==> src/rtl/module_pins_pkg.sv <==
// Shared constants and carrier types for the module control and status pin logic.
// Assumes a single 40 MHz clock; all pin inputs arrive synchronous to it.
package module_pins_pkg;

   // Clock rate and transmit-off deadline
   localparam int unsigned CLK_HZ          = 40_000_000;
   localparam int unsigned TX_OFF_MAX_US   = 10;
   localparam int unsigned TX_OFF_CYCLES   = (TX_OFF_MAX_US * (CLK_HZ / 1_000_000));
   // Cycles the laser driver gets to confirm the laser is dark before a fault
   localparam logic [8:0]  TX_OFF_LIMIT    = 9'(TX_OFF_CYCLES - 1);
   localparam logic [8:0]  TX_CNT_RESET    = 9'h000;

   // Number of internal parts the controller sets up, and per-part init cycles
   localparam int unsigned PART_COUNT      = 3;
   localparam logic [1:0]  PART_LASER      = 2'h0;
   localparam logic [1:0]  PART_LIMAMP     = 2'h1;
   localparam logic [1:0]  PART_RECOVERY   = 2'h2;
   localparam logic [3:0]  INIT_CYCLES     = 4'hF;

   // Controller sequence, Gray coded along reset -> standby -> init -> run
   typedef enum logic [1:0] {
      ST_STANDBY = 2'b00,
      ST_INIT    = 2'b01,
      ST_RUN     = 2'b11
   } ctrl_state_t;

   // Status reported by the internal parts
   typedef struct packed {
      logic tx_lock_lost;
      logic laser_fail;
      logic rx_lock_lost;
      logic rx_power_low;
   } part_status_t;

   // Open-drain pin: pull-low drive level, enable
   typedef struct packed {
      logic out;
      logic oe;
   } od_pin_t;

endpackage : module_pins_pkg

==> src/rtl/module_control_status_pins.sv <==
// Control and status pin logic of a pluggable optical transceiver module.
// Assumes host-side pull-ups on every open-drain line and synchronous pin inputs.
//
// Notes on behaviour
// - While transmit_off_input is high the transmitter output is switched off.
// - The transmitter is fully off within 10 us of transmit_off_input rising.
// - receive_signal_loss reads high while received power is too low, low otherwise.
// - module_not_ready rises whenever transmit or receive data are invalid.
// - Transmit lock loss, laser failure and receive lock loss each raise module_not_ready.
// - Management traffic is answered only while the deselect input is low.
// - The interrupt line asserts for an important condition whose detail is readable.
// - The presence line is pulled low permanently while the module is fitted.
// - While power-down is high the module stays in low-power standby.
// - A falling edge of power-down resets the whole module, management included.
// - Interrupt, not-ready, signal-loss, presence and management data are open-drain.
// - The controller initialises the three internal parts, then monitors them.
`timescale 1ns/100ps

module module_control_status_pins
   import module_pins_pkg::*;
(
   input  wire logic         clk,
   input  wire logic         rst,
   input  wire logic         transmit_off_input,
   input  wire logic         deselect,
   input  wire logic         power_down,
   input  wire part_status_t part_status,
   input  wire logic         laser_dark,
   input  wire logic         mgmt_data_in,
   input  wire logic         mgmt_status_read,
   input  wire logic         part_init_done,
   output logic              laser_enable,
   output logic              standby,
   output logic              part_init_req,
   output logic [1:0]        part_init_sel,
   output logic              mgmt_enable,
   output logic              mgmt_soft_reset,
   output od_pin_t           receive_signal_loss,
   output od_pin_t           module_not_ready,
   output od_pin_t           interrupt_line,
   output od_pin_t           module_absent,
   output od_pin_t           mgmt_data,
   output part_status_t      latched_cause
);

   ////////////////////////////////////////////////////////////////////////////
   // Power-down edge and internal reset
   logic        power_down_prev;
   logic        soft_reset;
   wire  logic  pd_fall = power_down_prev & ~power_down;

   // A falling edge resets everything below as a power cycle would
   always_ff @(posedge clk or posedge rst) begin
      if (rst) begin
         power_down_prev <= 1'b1;
         soft_reset      <= 1'b1;
      end else begin
         power_down_prev <= power_down;
         soft_reset      <= pd_fall;
      end
   end

   ////////////////////////////////////////////////////////////////////////////
   // Controller sequence: standby, initialise parts, run
   ctrl_state_t state;
   ctrl_state_t next_state;
   logic [1:0]  part_idx;
   logic [3:0]  init_cnt;
   wire  logic  last_part = (part_idx == 2'(PART_COUNT - 1));
   wire  logic  part_done = part_init_done & (init_cnt == INIT_CYCLES);

   always_comb begin
      next_state = state;
      case (state)
         ST_STANDBY: begin
            if (!power_down) next_state = ST_INIT;
         end
         ST_INIT: begin
            if (power_down) next_state = ST_STANDBY;
            else if (part_done && last_part) next_state = ST_RUN;
         end
         ST_RUN: begin
            if (power_down) next_state = ST_STANDBY;
         end
         default: next_state = ST_STANDBY;
      endcase
   end

   // Each part gets a fixed settle time plus its own done handshake
   always_ff @(posedge clk or posedge rst) begin
      if (rst) begin
         state    <= ST_STANDBY;
         part_idx <= PART_LASER;
         init_cnt <= 4'h0;
      end else if (soft_reset) begin
         state    <= ST_STANDBY;
         part_idx <= PART_LASER;
         init_cnt <= 4'h0;
      end else begin
         state <= next_state;
         if (state != ST_INIT) begin
            part_idx <= PART_LASER;
            init_cnt <= 4'h0;
         end else if (part_done) begin
            part_idx <= part_idx + 2'h1;
            init_cnt <= 4'h0;
         end else if (init_cnt != INIT_CYCLES) begin
            init_cnt <= init_cnt + 4'h1;
         end
      end
   end

   ////////////////////////////////////////////////////////////////////////////
   // Transmit-off watchdog: laser must report dark within the deadline
   logic [8:0] tx_off_cnt;
   logic       tx_off_fault;
   wire  logic tx_allowed = ~transmit_off_input & (state == ST_RUN);

   always_ff @(posedge clk or posedge rst) begin
      if (rst) begin
         tx_off_cnt   <= TX_CNT_RESET;
         tx_off_fault <= 1'b0;
      end else if (soft_reset || tx_allowed || laser_dark) begin
         tx_off_cnt   <= TX_CNT_RESET;
         tx_off_fault <= 1'b0;
      end else if (tx_off_cnt == TX_OFF_LIMIT) begin
         tx_off_fault <= 1'b1;
      end else begin
         tx_off_cnt <= tx_off_cnt + 9'h001;
      end
   end

   ////////////////////////////////////////////////////////////////////////////
   // Status decode and interrupt latch
   wire logic data_invalid = part_status.tx_lock_lost | part_status.laser_fail
                           | part_status.rx_lock_lost | tx_off_fault;
   wire logic not_ready    = data_invalid | (state != ST_RUN);
   wire logic mgmt_ok      = ~deselect & (state != ST_STANDBY);
   wire logic new_event    = (state == ST_RUN) & (|part_status);
   logic      irq_pending;

   // Cause bits accumulate; a new event on the read cycle keeps the flag set
   always_ff @(posedge clk or posedge rst) begin
      if (rst) begin
         irq_pending   <= 1'b0;
         latched_cause <= '0;
      end else if (soft_reset) begin
         irq_pending   <= 1'b0;
         latched_cause <= '0;
      end else if (new_event) begin
         irq_pending   <= 1'b1;
         latched_cause <= latched_cause | part_status;
      end else if (mgmt_status_read && mgmt_ok) begin
         irq_pending   <= 1'b0;
         latched_cause <= '0;
      end
   end

   ////////////////////////////////////////////////////////////////////////////
   // Registered pin drivers; open-drain outputs only ever pull low
   always_ff @(posedge clk or posedge rst) begin
      if (rst) begin
         laser_enable        <= 1'b0;
         standby             <= 1'b1;
         part_init_req       <= 1'b0;
         part_init_sel       <= PART_LASER;
         mgmt_enable         <= 1'b0;
         mgmt_soft_reset     <= 1'b1;
         receive_signal_loss <= '{out: 1'b0, oe: 1'b0};
         module_not_ready    <= '{out: 1'b0, oe: 1'b0};
         interrupt_line      <= '{out: 1'b0, oe: 1'b0};
         module_absent       <= '{out: 1'b0, oe: 1'b1};
         mgmt_data           <= '{out: 1'b0, oe: 1'b0};
      end else begin
         laser_enable        <= tx_allowed;
         standby             <= (state == ST_STANDBY);
         part_init_req       <= (state == ST_INIT) & ~soft_reset;
         part_init_sel       <= part_idx;
         mgmt_enable         <= mgmt_ok & ~soft_reset;
         mgmt_soft_reset     <= soft_reset;
         receive_signal_loss <= '{out: 1'b0, oe: ~part_status.rx_power_low};
         module_not_ready    <= '{out: 1'b0, oe: ~not_ready};
         interrupt_line      <= '{out: 1'b0, oe: irq_pending | new_event};
         module_absent       <= '{out: 1'b0, oe: 1'b1};
         mgmt_data           <= '{out: 1'b0, oe: mgmt_ok & ~mgmt_data_in};
      end
   end

   ////////////////////////////////////////////////////////////////////////////
   // Checks

   chk_laser_off_follow: assert property (@(posedge clk) disable iff (rst)
      transmit_off_input |=> !laser_enable) else $error("laser on while transmit off held");
   chk_dark_deadline: assert property (@(posedge clk) disable iff (rst)
      (transmit_off_input && !laser_dark && !soft_reset && tx_off_cnt == TX_OFF_LIMIT) |=> tx_off_fault)
      else $error("transmit-off deadline not flagged");
   chk_loss_pin: assert property (@(posedge clk) disable iff (rst)
      part_status.rx_power_low |=> !receive_signal_loss.oe) else $error("signal loss not released high");
   chk_fault_not_ready: assert property (@(posedge clk) disable iff (rst)
      (part_status.laser_fail || part_status.rx_lock_lost || part_status.tx_lock_lost)
      |=> !module_not_ready.oe) else $error("fault did not raise not-ready");
   chk_deselect_quiet: assert property (@(posedge clk) disable iff (rst)
      deselect |=> (!mgmt_enable && !mgmt_data.oe)) else $error("traffic answered while deselected");
   // The pin lags the pending flag by one edge, so the hold is judged on the flag
   chk_irq_hold: assert property (@(posedge clk) disable iff (rst)
      (irq_pending && !mgmt_status_read && !soft_reset) |=> (irq_pending && interrupt_line.oe))
      else $error("interrupt dropped before read");
   chk_absent_low: assert property (@(posedge clk) disable iff (rst)
      module_absent.oe && !module_absent.out) else $error("presence not pulled low");
   chk_standby_hold: assert property (@(posedge clk) disable iff (rst)
      power_down [*2] |=> standby) else $error("not in standby while powered down");
   chk_pd_reset: assert property (@(posedge clk) disable iff (rst)
      ($fell(power_down)) |=> ##1 (mgmt_soft_reset && state == ST_STANDBY))
      else $error("power-down release did not reset");
   chk_ready_after_init: assert property (@(posedge clk) disable iff (rst)
      (state != ST_RUN) |=> !module_not_ready.oe) else $error("ready before init done");
   chk_drive_low_only: assert property (@(posedge clk) disable iff (rst)
      !(interrupt_line.out || module_not_ready.out || receive_signal_loss.out || mgmt_data.out))
      else $error("open-drain line driven high");
   chk_tx_fault_bound: assert property (@(posedge clk) disable iff (rst)
      tx_off_cnt <= TX_OFF_LIMIT) else $error("watchdog counter overran");

   cov_init_done:  cover property (@(posedge clk) disable iff (rst) state == ST_INIT ##1 state == ST_RUN);
   cov_irq_read:   cover property (@(posedge clk) disable iff (rst) irq_pending ##1 !irq_pending);
   cov_tx_fault:   cover property (@(posedge clk) disable iff (rst) $rose(tx_off_fault));
   cov_pd_cycle:   cover property (@(posedge clk) disable iff (rst) $fell(power_down));

endmodule : module_control_status_pins

==> config.mk <==
export PLATFORM = sky130hd
export DESIGN_NAME = module_control_status_pins
export DESIGN_NICKNAME = d
export VERILOG_FILES = /design/src/rtl/module_pins_pkg.sv /design/src/rtl/module_control_status_pins.sv
export SDC_FILE = /design/constraint.sdc
export NUM_CORES = 1
export LEC_CHECK = 0
export ABC_CLOCK_PERIOD_IN_PS = 1800
export BUFFER_PORTS_ARGS = -buffer_cell sky130_fd_sc_hd__buf_2
export CAP_MARGIN = 5
export CORE_MARGIN = 3
export CORE_UTILIZATION = 35
export DETAILED_ROUTE_END_ITERATION = 8
export PLACE_DENSITY = 0.54
export SLEW_MARGIN = 20
export SYNTH_ARGS = -nofsm -noshare
export SYNTH_HDL_FRONTEND = slang
export SYNTH_SLANG_ARGS = --single-unit
==> constraint.sdc <==
create_clock -name clk -period 1.8 [get_ports clk]
set_input_delay 0.36 -clock clk [delete_from_list [all_inputs] [get_ports clk]]
set_output_delay 0.36 -clock clk [all_outputs]
set_load 0.1 [all_outputs]
==> report_table.html <==
<table>
<tr><th>Metric</th><th>Value</th></tr>
<tr><th colspan="2">Run status</th></tr>
<tr><td>Result of the run</td><td>complete, no violations</td></tr>
<tr><th colspan="2">Timing</th></tr>
<tr><td>Final Hold Vio Count</td><td>0</td></tr>
<tr><td>Ratio of final minimum period to clock period</td><td>87.8%</td></tr>
<tr><td>Fmax</td><td>633 MHz</td></tr>
<tr><td>Final Critical Period</td><td>1580 ps</td></tr>
<tr><td>Setup TNS</td><td>0 ps</td></tr>
<tr><td>Worst setup skew after layout</td><td>6.81 ps</td></tr>
<tr><td>Tightest hold margin</td><td>156 ps</td></tr>
<tr><td>Count of final setup violators</td><td>0</td></tr>
<tr><td>Final Max Slew Viols</td><td>0</td></tr>
<tr><td>Setup repair after global routing missed its margin</td><td>no</td></tr>
<tr><th colspan="2">Cells and area</th></tr>
<tr><td>Total of fill cells in the finished design</td><td>403</td></tr>
<tr><td>Non-filler cells, final</td><td>225</td></tr>
<tr><td>Most common library cell in the layout ignoring fill and taps</td><td>sky130_fd_sc_hd__dfrtp_1</td></tr>
<tr><td>Layout cells sized above 1</td><td>25.1%</td></tr>
<tr><td>Number of nets at the end of the flow</td><td>190</td></tr>
<tr><td>Core occupancy in the finished layout</td><td>43.8%</td></tr>
<tr><td>Syn-to-layout area delta</td><td>15.4%</td></tr>
<tr><td>Commonest non-fill, non-tap cells in the layout</td><td>32 x sky130_fd_sc_hd__dfrtp_1, 27 x sky130_fd_sc_hd__buf_2, 16 x sky130_fd_sc_hd__a21oi_1</td></tr>
<tr><td>Final instance area</td><td>1830 um2</td></tr>
<tr><td>Total inserted antenna cells</td><td>0</td></tr>
<tr><th colspan="2">Setup path</th></tr>
<tr><td>Setup slack, reg-to-reg</td><td>300 ps</td></tr>
<tr><td>Crit path DAT</td><td>1220 ps</td></tr>
<tr><td>Critical-path top delay cell</td><td>sky130_fd_sc_hd__dfstp_2</td></tr>
<tr><td>Series of cell instances along the critical path</td><td>buf_2</td></tr>
<tr><td>Startpoint of the most critical setup path</td><td>standby$_DFF_PP1_</td></tr>
<tr><td>Worst Path Buf+Inv</td><td>1</td></tr>
<tr><td>Worst-case reg-to-reg path depth</td><td>4</td></tr>
<tr><td>Kind of cell adding the most delay to the critical path</td><td>flip-flops</td></tr>
<tr><td>Worst Setup End Kind</td><td>output pin</td></tr>
<tr><td>FF-to-FF End</td><td>state[1]$_DFFE_PP0P_</td></tr>
<tr><td>Critical path peak fanout</td><td>1</td></tr>
<tr><td>Crit Path Class</td><td>reg2out</td></tr>
<tr><td>Launching element type of the critical path</td><td>register</td></tr>
<tr><td>Critical Path Max Stage Delay</td><td>520 ps</td></tr>
<tr><td>Startpoint of the lowest-slack register-to-register path</td><td>init_cnt[0]$_DFFE_PP0P_</td></tr>
<tr><td>Worst Path Required</td><td>1440 ps</td></tr>
<tr><th colspan="2">Clock network</th></tr>
<tr><td>Root Driver</td><td>sky130_fd_sc_hd__clkbuf_8</td></tr>
<tr><td># hold bufs at CTS</td><td>0</td></tr>
<tr><td>Post-cts resize count</td><td>0</td></tr>
<tr><td>Maximum level of the CTS H-tree</td><td>2</td></tr>
<tr><td>Clk Latency, worst-skew pair</td><td>290 ps</td></tr>
<tr><td>Number of buffers inserted to repair setup after CTS</td><td>0</td></tr>
<tr><td>Clock tree from TritonCTS</td><td>built</td></tr>
<tr><td>Number of CTS-inserted buffers</td><td>5</td></tr>
<tr><td>Clock net sink count</td><td>36</td></tr>
<tr><td>Worst-case clock buffer depth</td><td>2</td></tr>
<tr><td>Post-CTS clock slew at the launch and capture registers of the worst setup and hold paths</td><td>70 ps</td></tr>
<tr><th colspan="2">Power</th></tr>
<tr><td>Leak Pwr</td><td>0.000835 uW</td></tr>
<tr><td>Power density over the cells</td><td>889 nW/um2</td></tr>
<tr><td>Worst IR Drop VDD</td><td>471 uV</td></tr>
<tr><th colspan="2">Job</th></tr>
<tr><td>Maximum capacitance violations</td><td>0</td></tr>
<tr><th colspan="2">Yosys</th></tr>
<tr><td>Cell type with the largest total area after synthesis</td><td>sky130_fd_sc_hd__dfrtp_1</td></tr>
<tr><td>Fraction of synthesis flops using an asynchronous set or reset pin</td><td>100%</td></tr>
<tr><td>Avg Synthesized Cell Area</td><td>11.0 um2</td></tr>
<tr><td>Count of yosys warnings during synthesis</td><td>0</td></tr>
<tr><td>Synth area leaders</td><td>sky130_fd_sc_hd__dfrtp_1 51%, sky130_fd_sc_hd__dfstp_2 6.6%, sky130_fd_sc_hd__a21oi_1 5.1%, sky130_fd_sc_hd__a211oi_1 2.8%, sky130_fd_sc_hd__buf_4 2.8%</td></tr>
<tr><td>Number of flops mapped to enable cells by yosys</td><td>0</td></tr>
<tr><td>Share of Yosys cell area claimed by the top area cell type</td><td>50.6%</td></tr>
<tr><td>Dominant synthesized flop cell</td><td>sky130_fd_sc_hd__dfrtp_1</td></tr>
<tr><td>Area of the mapped netlist</td><td>1580 um2</td></tr>
<tr><td>Sequential cell area fraction in the yosys report</td><td>57.2%</td></tr>
<tr><td>Number of instances in the synthesized netlist</td><td>144</td></tr>
<tr><td>Flip-flop and latch count after synthesis</td><td>36</td></tr>
<tr><td>Count of unique library cells instantiated by Yosys</td><td>34</td></tr>
<tr><th colspan="2">Place</th></tr>
<tr><td># port buffers</td><td>27</td></tr>
<tr><td>Placement-stage cell area</td><td>1740 um2</td></tr>
<tr><td>Post-DP HPWL</td><td>2190 um</td></tr>
<tr><td>Number of cells in the design after placement</td><td>217</td></tr>
<tr><td>Weighted congestion reported at the end of routability-driven placement</td><td>0.823</td></tr>
<tr><th colspan="2">GRT</th></tr>
<tr><td>Initial antenna violation count</td><td>0</td></tr>
<tr><td>GRT Total Usage</td><td>13.1%</td></tr>
<tr><td>First-pass GRT wire length</td><td>5400 um</td></tr>
<tr><td>Largest net degree at the start of global routing</td><td>37</td></tr>
<tr><td>GRT Residual Overflow</td><td>0</td></tr>
<tr><td>Number of global-route vias before repair</td><td>1217</td></tr>
<tr><th colspan="2">Min path</th></tr>
<tr><td>Class of the tightest hold or removal check</td><td>in2async</td></tr>
<tr><th colspan="2">Detailed routing</th></tr>
<tr><td>Wirelength, routed</td><td>3120 um</td></tr>
<tr><td>Number of DRC markers in iteration 0</td><td>57</td></tr>
<tr><td>Antenna Violating Nets Remaining</td><td>0</td></tr>
<tr><td>Number of optimization iterations in the first detailed-route pass</td><td>4</td></tr>
<tr><td>DRC errors left</td><td>0</td></tr>
<tr><td>Vias after detailed routing</td><td>1167</td></tr>
<tr><td>Average detailed-routed wire length per instance</td><td>13.9 um</td></tr>
<tr><td>Via count normalized by instance count</td><td>5.19</td></tr>
<tr><th colspan="2">Floorplan</th></tr>
<tr><td>Height of the chip</td><td>73.3 um</td></tr>
<tr><td>Starting density of the core</td><td>38.0%</td></tr>
<tr><td>Cell Rows</td><td>23</td></tr>
<tr><td>Die ar.</td><td>5370 um2</td></tr>
<tr><td>Die width</td><td>73.3 um</td></tr>
<tr><td>Core box area</td><td>4170 um2</td></tr>
<tr><td>I/O pin count</td><td>34</td></tr>
</table>
## sequential cells by signal, indices dropped and copies added, names as in the netlist
register and flops:
tx_off_cnt 9, init_cnt 4, latched_cause 4, part_idx 2, part_init_sel 2, state 2, interrupt_line 1, irq_pending 1
laser_enable 1, mgmt_data 1, mgmt_enable 1, mgmt_soft_reset 1, module_not_ready 1, part_init_req 1, power_down_prev 1, receive_signal_loss 1
soft_reset 1, standby 1, tx_off_fault 1
## where the power goes
part           internal, uW  switching [uW]  total (uW)
Combinational          30.1             156         186
Sequential              830            16.3         847
Clock                   312             279         591
## routing by layer
layer	share of wire (%)	GRT usage, %	wire [um]
met2	48	21.0	1500
met1	45	15.7	1400
met3	5.1	4.24	158
met5	0	0	0
met4	2.0	6.76	62
## synth_stat cells (2+ instances only)
library cell	number
sky130_fd_sc_hd__buf_4	6
sky130_fd_sc_hd__nor3_1	7
sky130_fd_sc_hd__nand4b_1	2
sky130_fd_sc_hd__o21ai_0	6
sky130_fd_sc_hd__dfstp_2	4
sky130_fd_sc_hd__dfrtp_1	32
sky130_fd_sc_hd__a211oi_1	6
sky130_fd_sc_hd__nand2b_1	2
sky130_fd_sc_hd__a31oi_1	3
sky130_fd_sc_hd__conb_1	2
sky130_fd_sc_hd__nor2_1	11
sky130_fd_sc_hd__nand2_1	5
sky130_fd_sc_hd__nor2b_1	2
sky130_fd_sc_hd__inv_1	5
sky130_fd_sc_hd__and4b_1	2
sky130_fd_sc_hd__buf_2	2
sky130_fd_sc_hd__nand4_1	2
sky130_fd_sc_hd__ha_1	3
sky130_fd_sc_hd__or3_1	6
sky130_fd_sc_hd__o21ai_2	2
sky130_fd_sc_hd__xnor2_1	3
sky130_fd_sc_hd__a21oi_1	16
sky130_fd_sc_hd__nand3_1	4
## worst max path at each step
stage,to,slack [ps],depth (start not counted)
after floorplan,state[1]$_DFFE_PP0P_,500,5
after global placement,state[1]$_DFFE_PP0P_,410,4
after detailed placement,state[1]$_DFFE_PP0P_,310,4
after CTS,standby,200,1
after global routing,state[1]$_DFFE_PP0P_,130,4
final,standby,220,1
## through the flow
stage	setup WS [ps]	total power [uW]
finish	219	1620
detailed placement	314	1050
CTS	195	1650
global route	132	1690
floorplan	502	1020
global placement	413	1050
## logic make-up after synthesis
kind of cell / after synthesis / share of synthesized area (%)
AOI/OAI and AO/OA: 37 / 15.4
xor gates and xnor gates: 3 / 1.66
adders and majority gates: 3 / 2.37
buffers and inverters: 15 / 5.61
DFF: 36 / 57.2
other: 2 / 0.474
and+or+nand+nor: 48 / 17.3
## area by class of cell
class,count,area [um2],share of cell area [%]
inverter,6,22.5,1.23
tap,50,62.6,3.42
timing repair buffer,28,143,7.80
multi-input combinational,97,604,33.1
sequential,36,906,49.6
clock buffer,8,90.1,4.93
(Power assumes the default switching activity.)
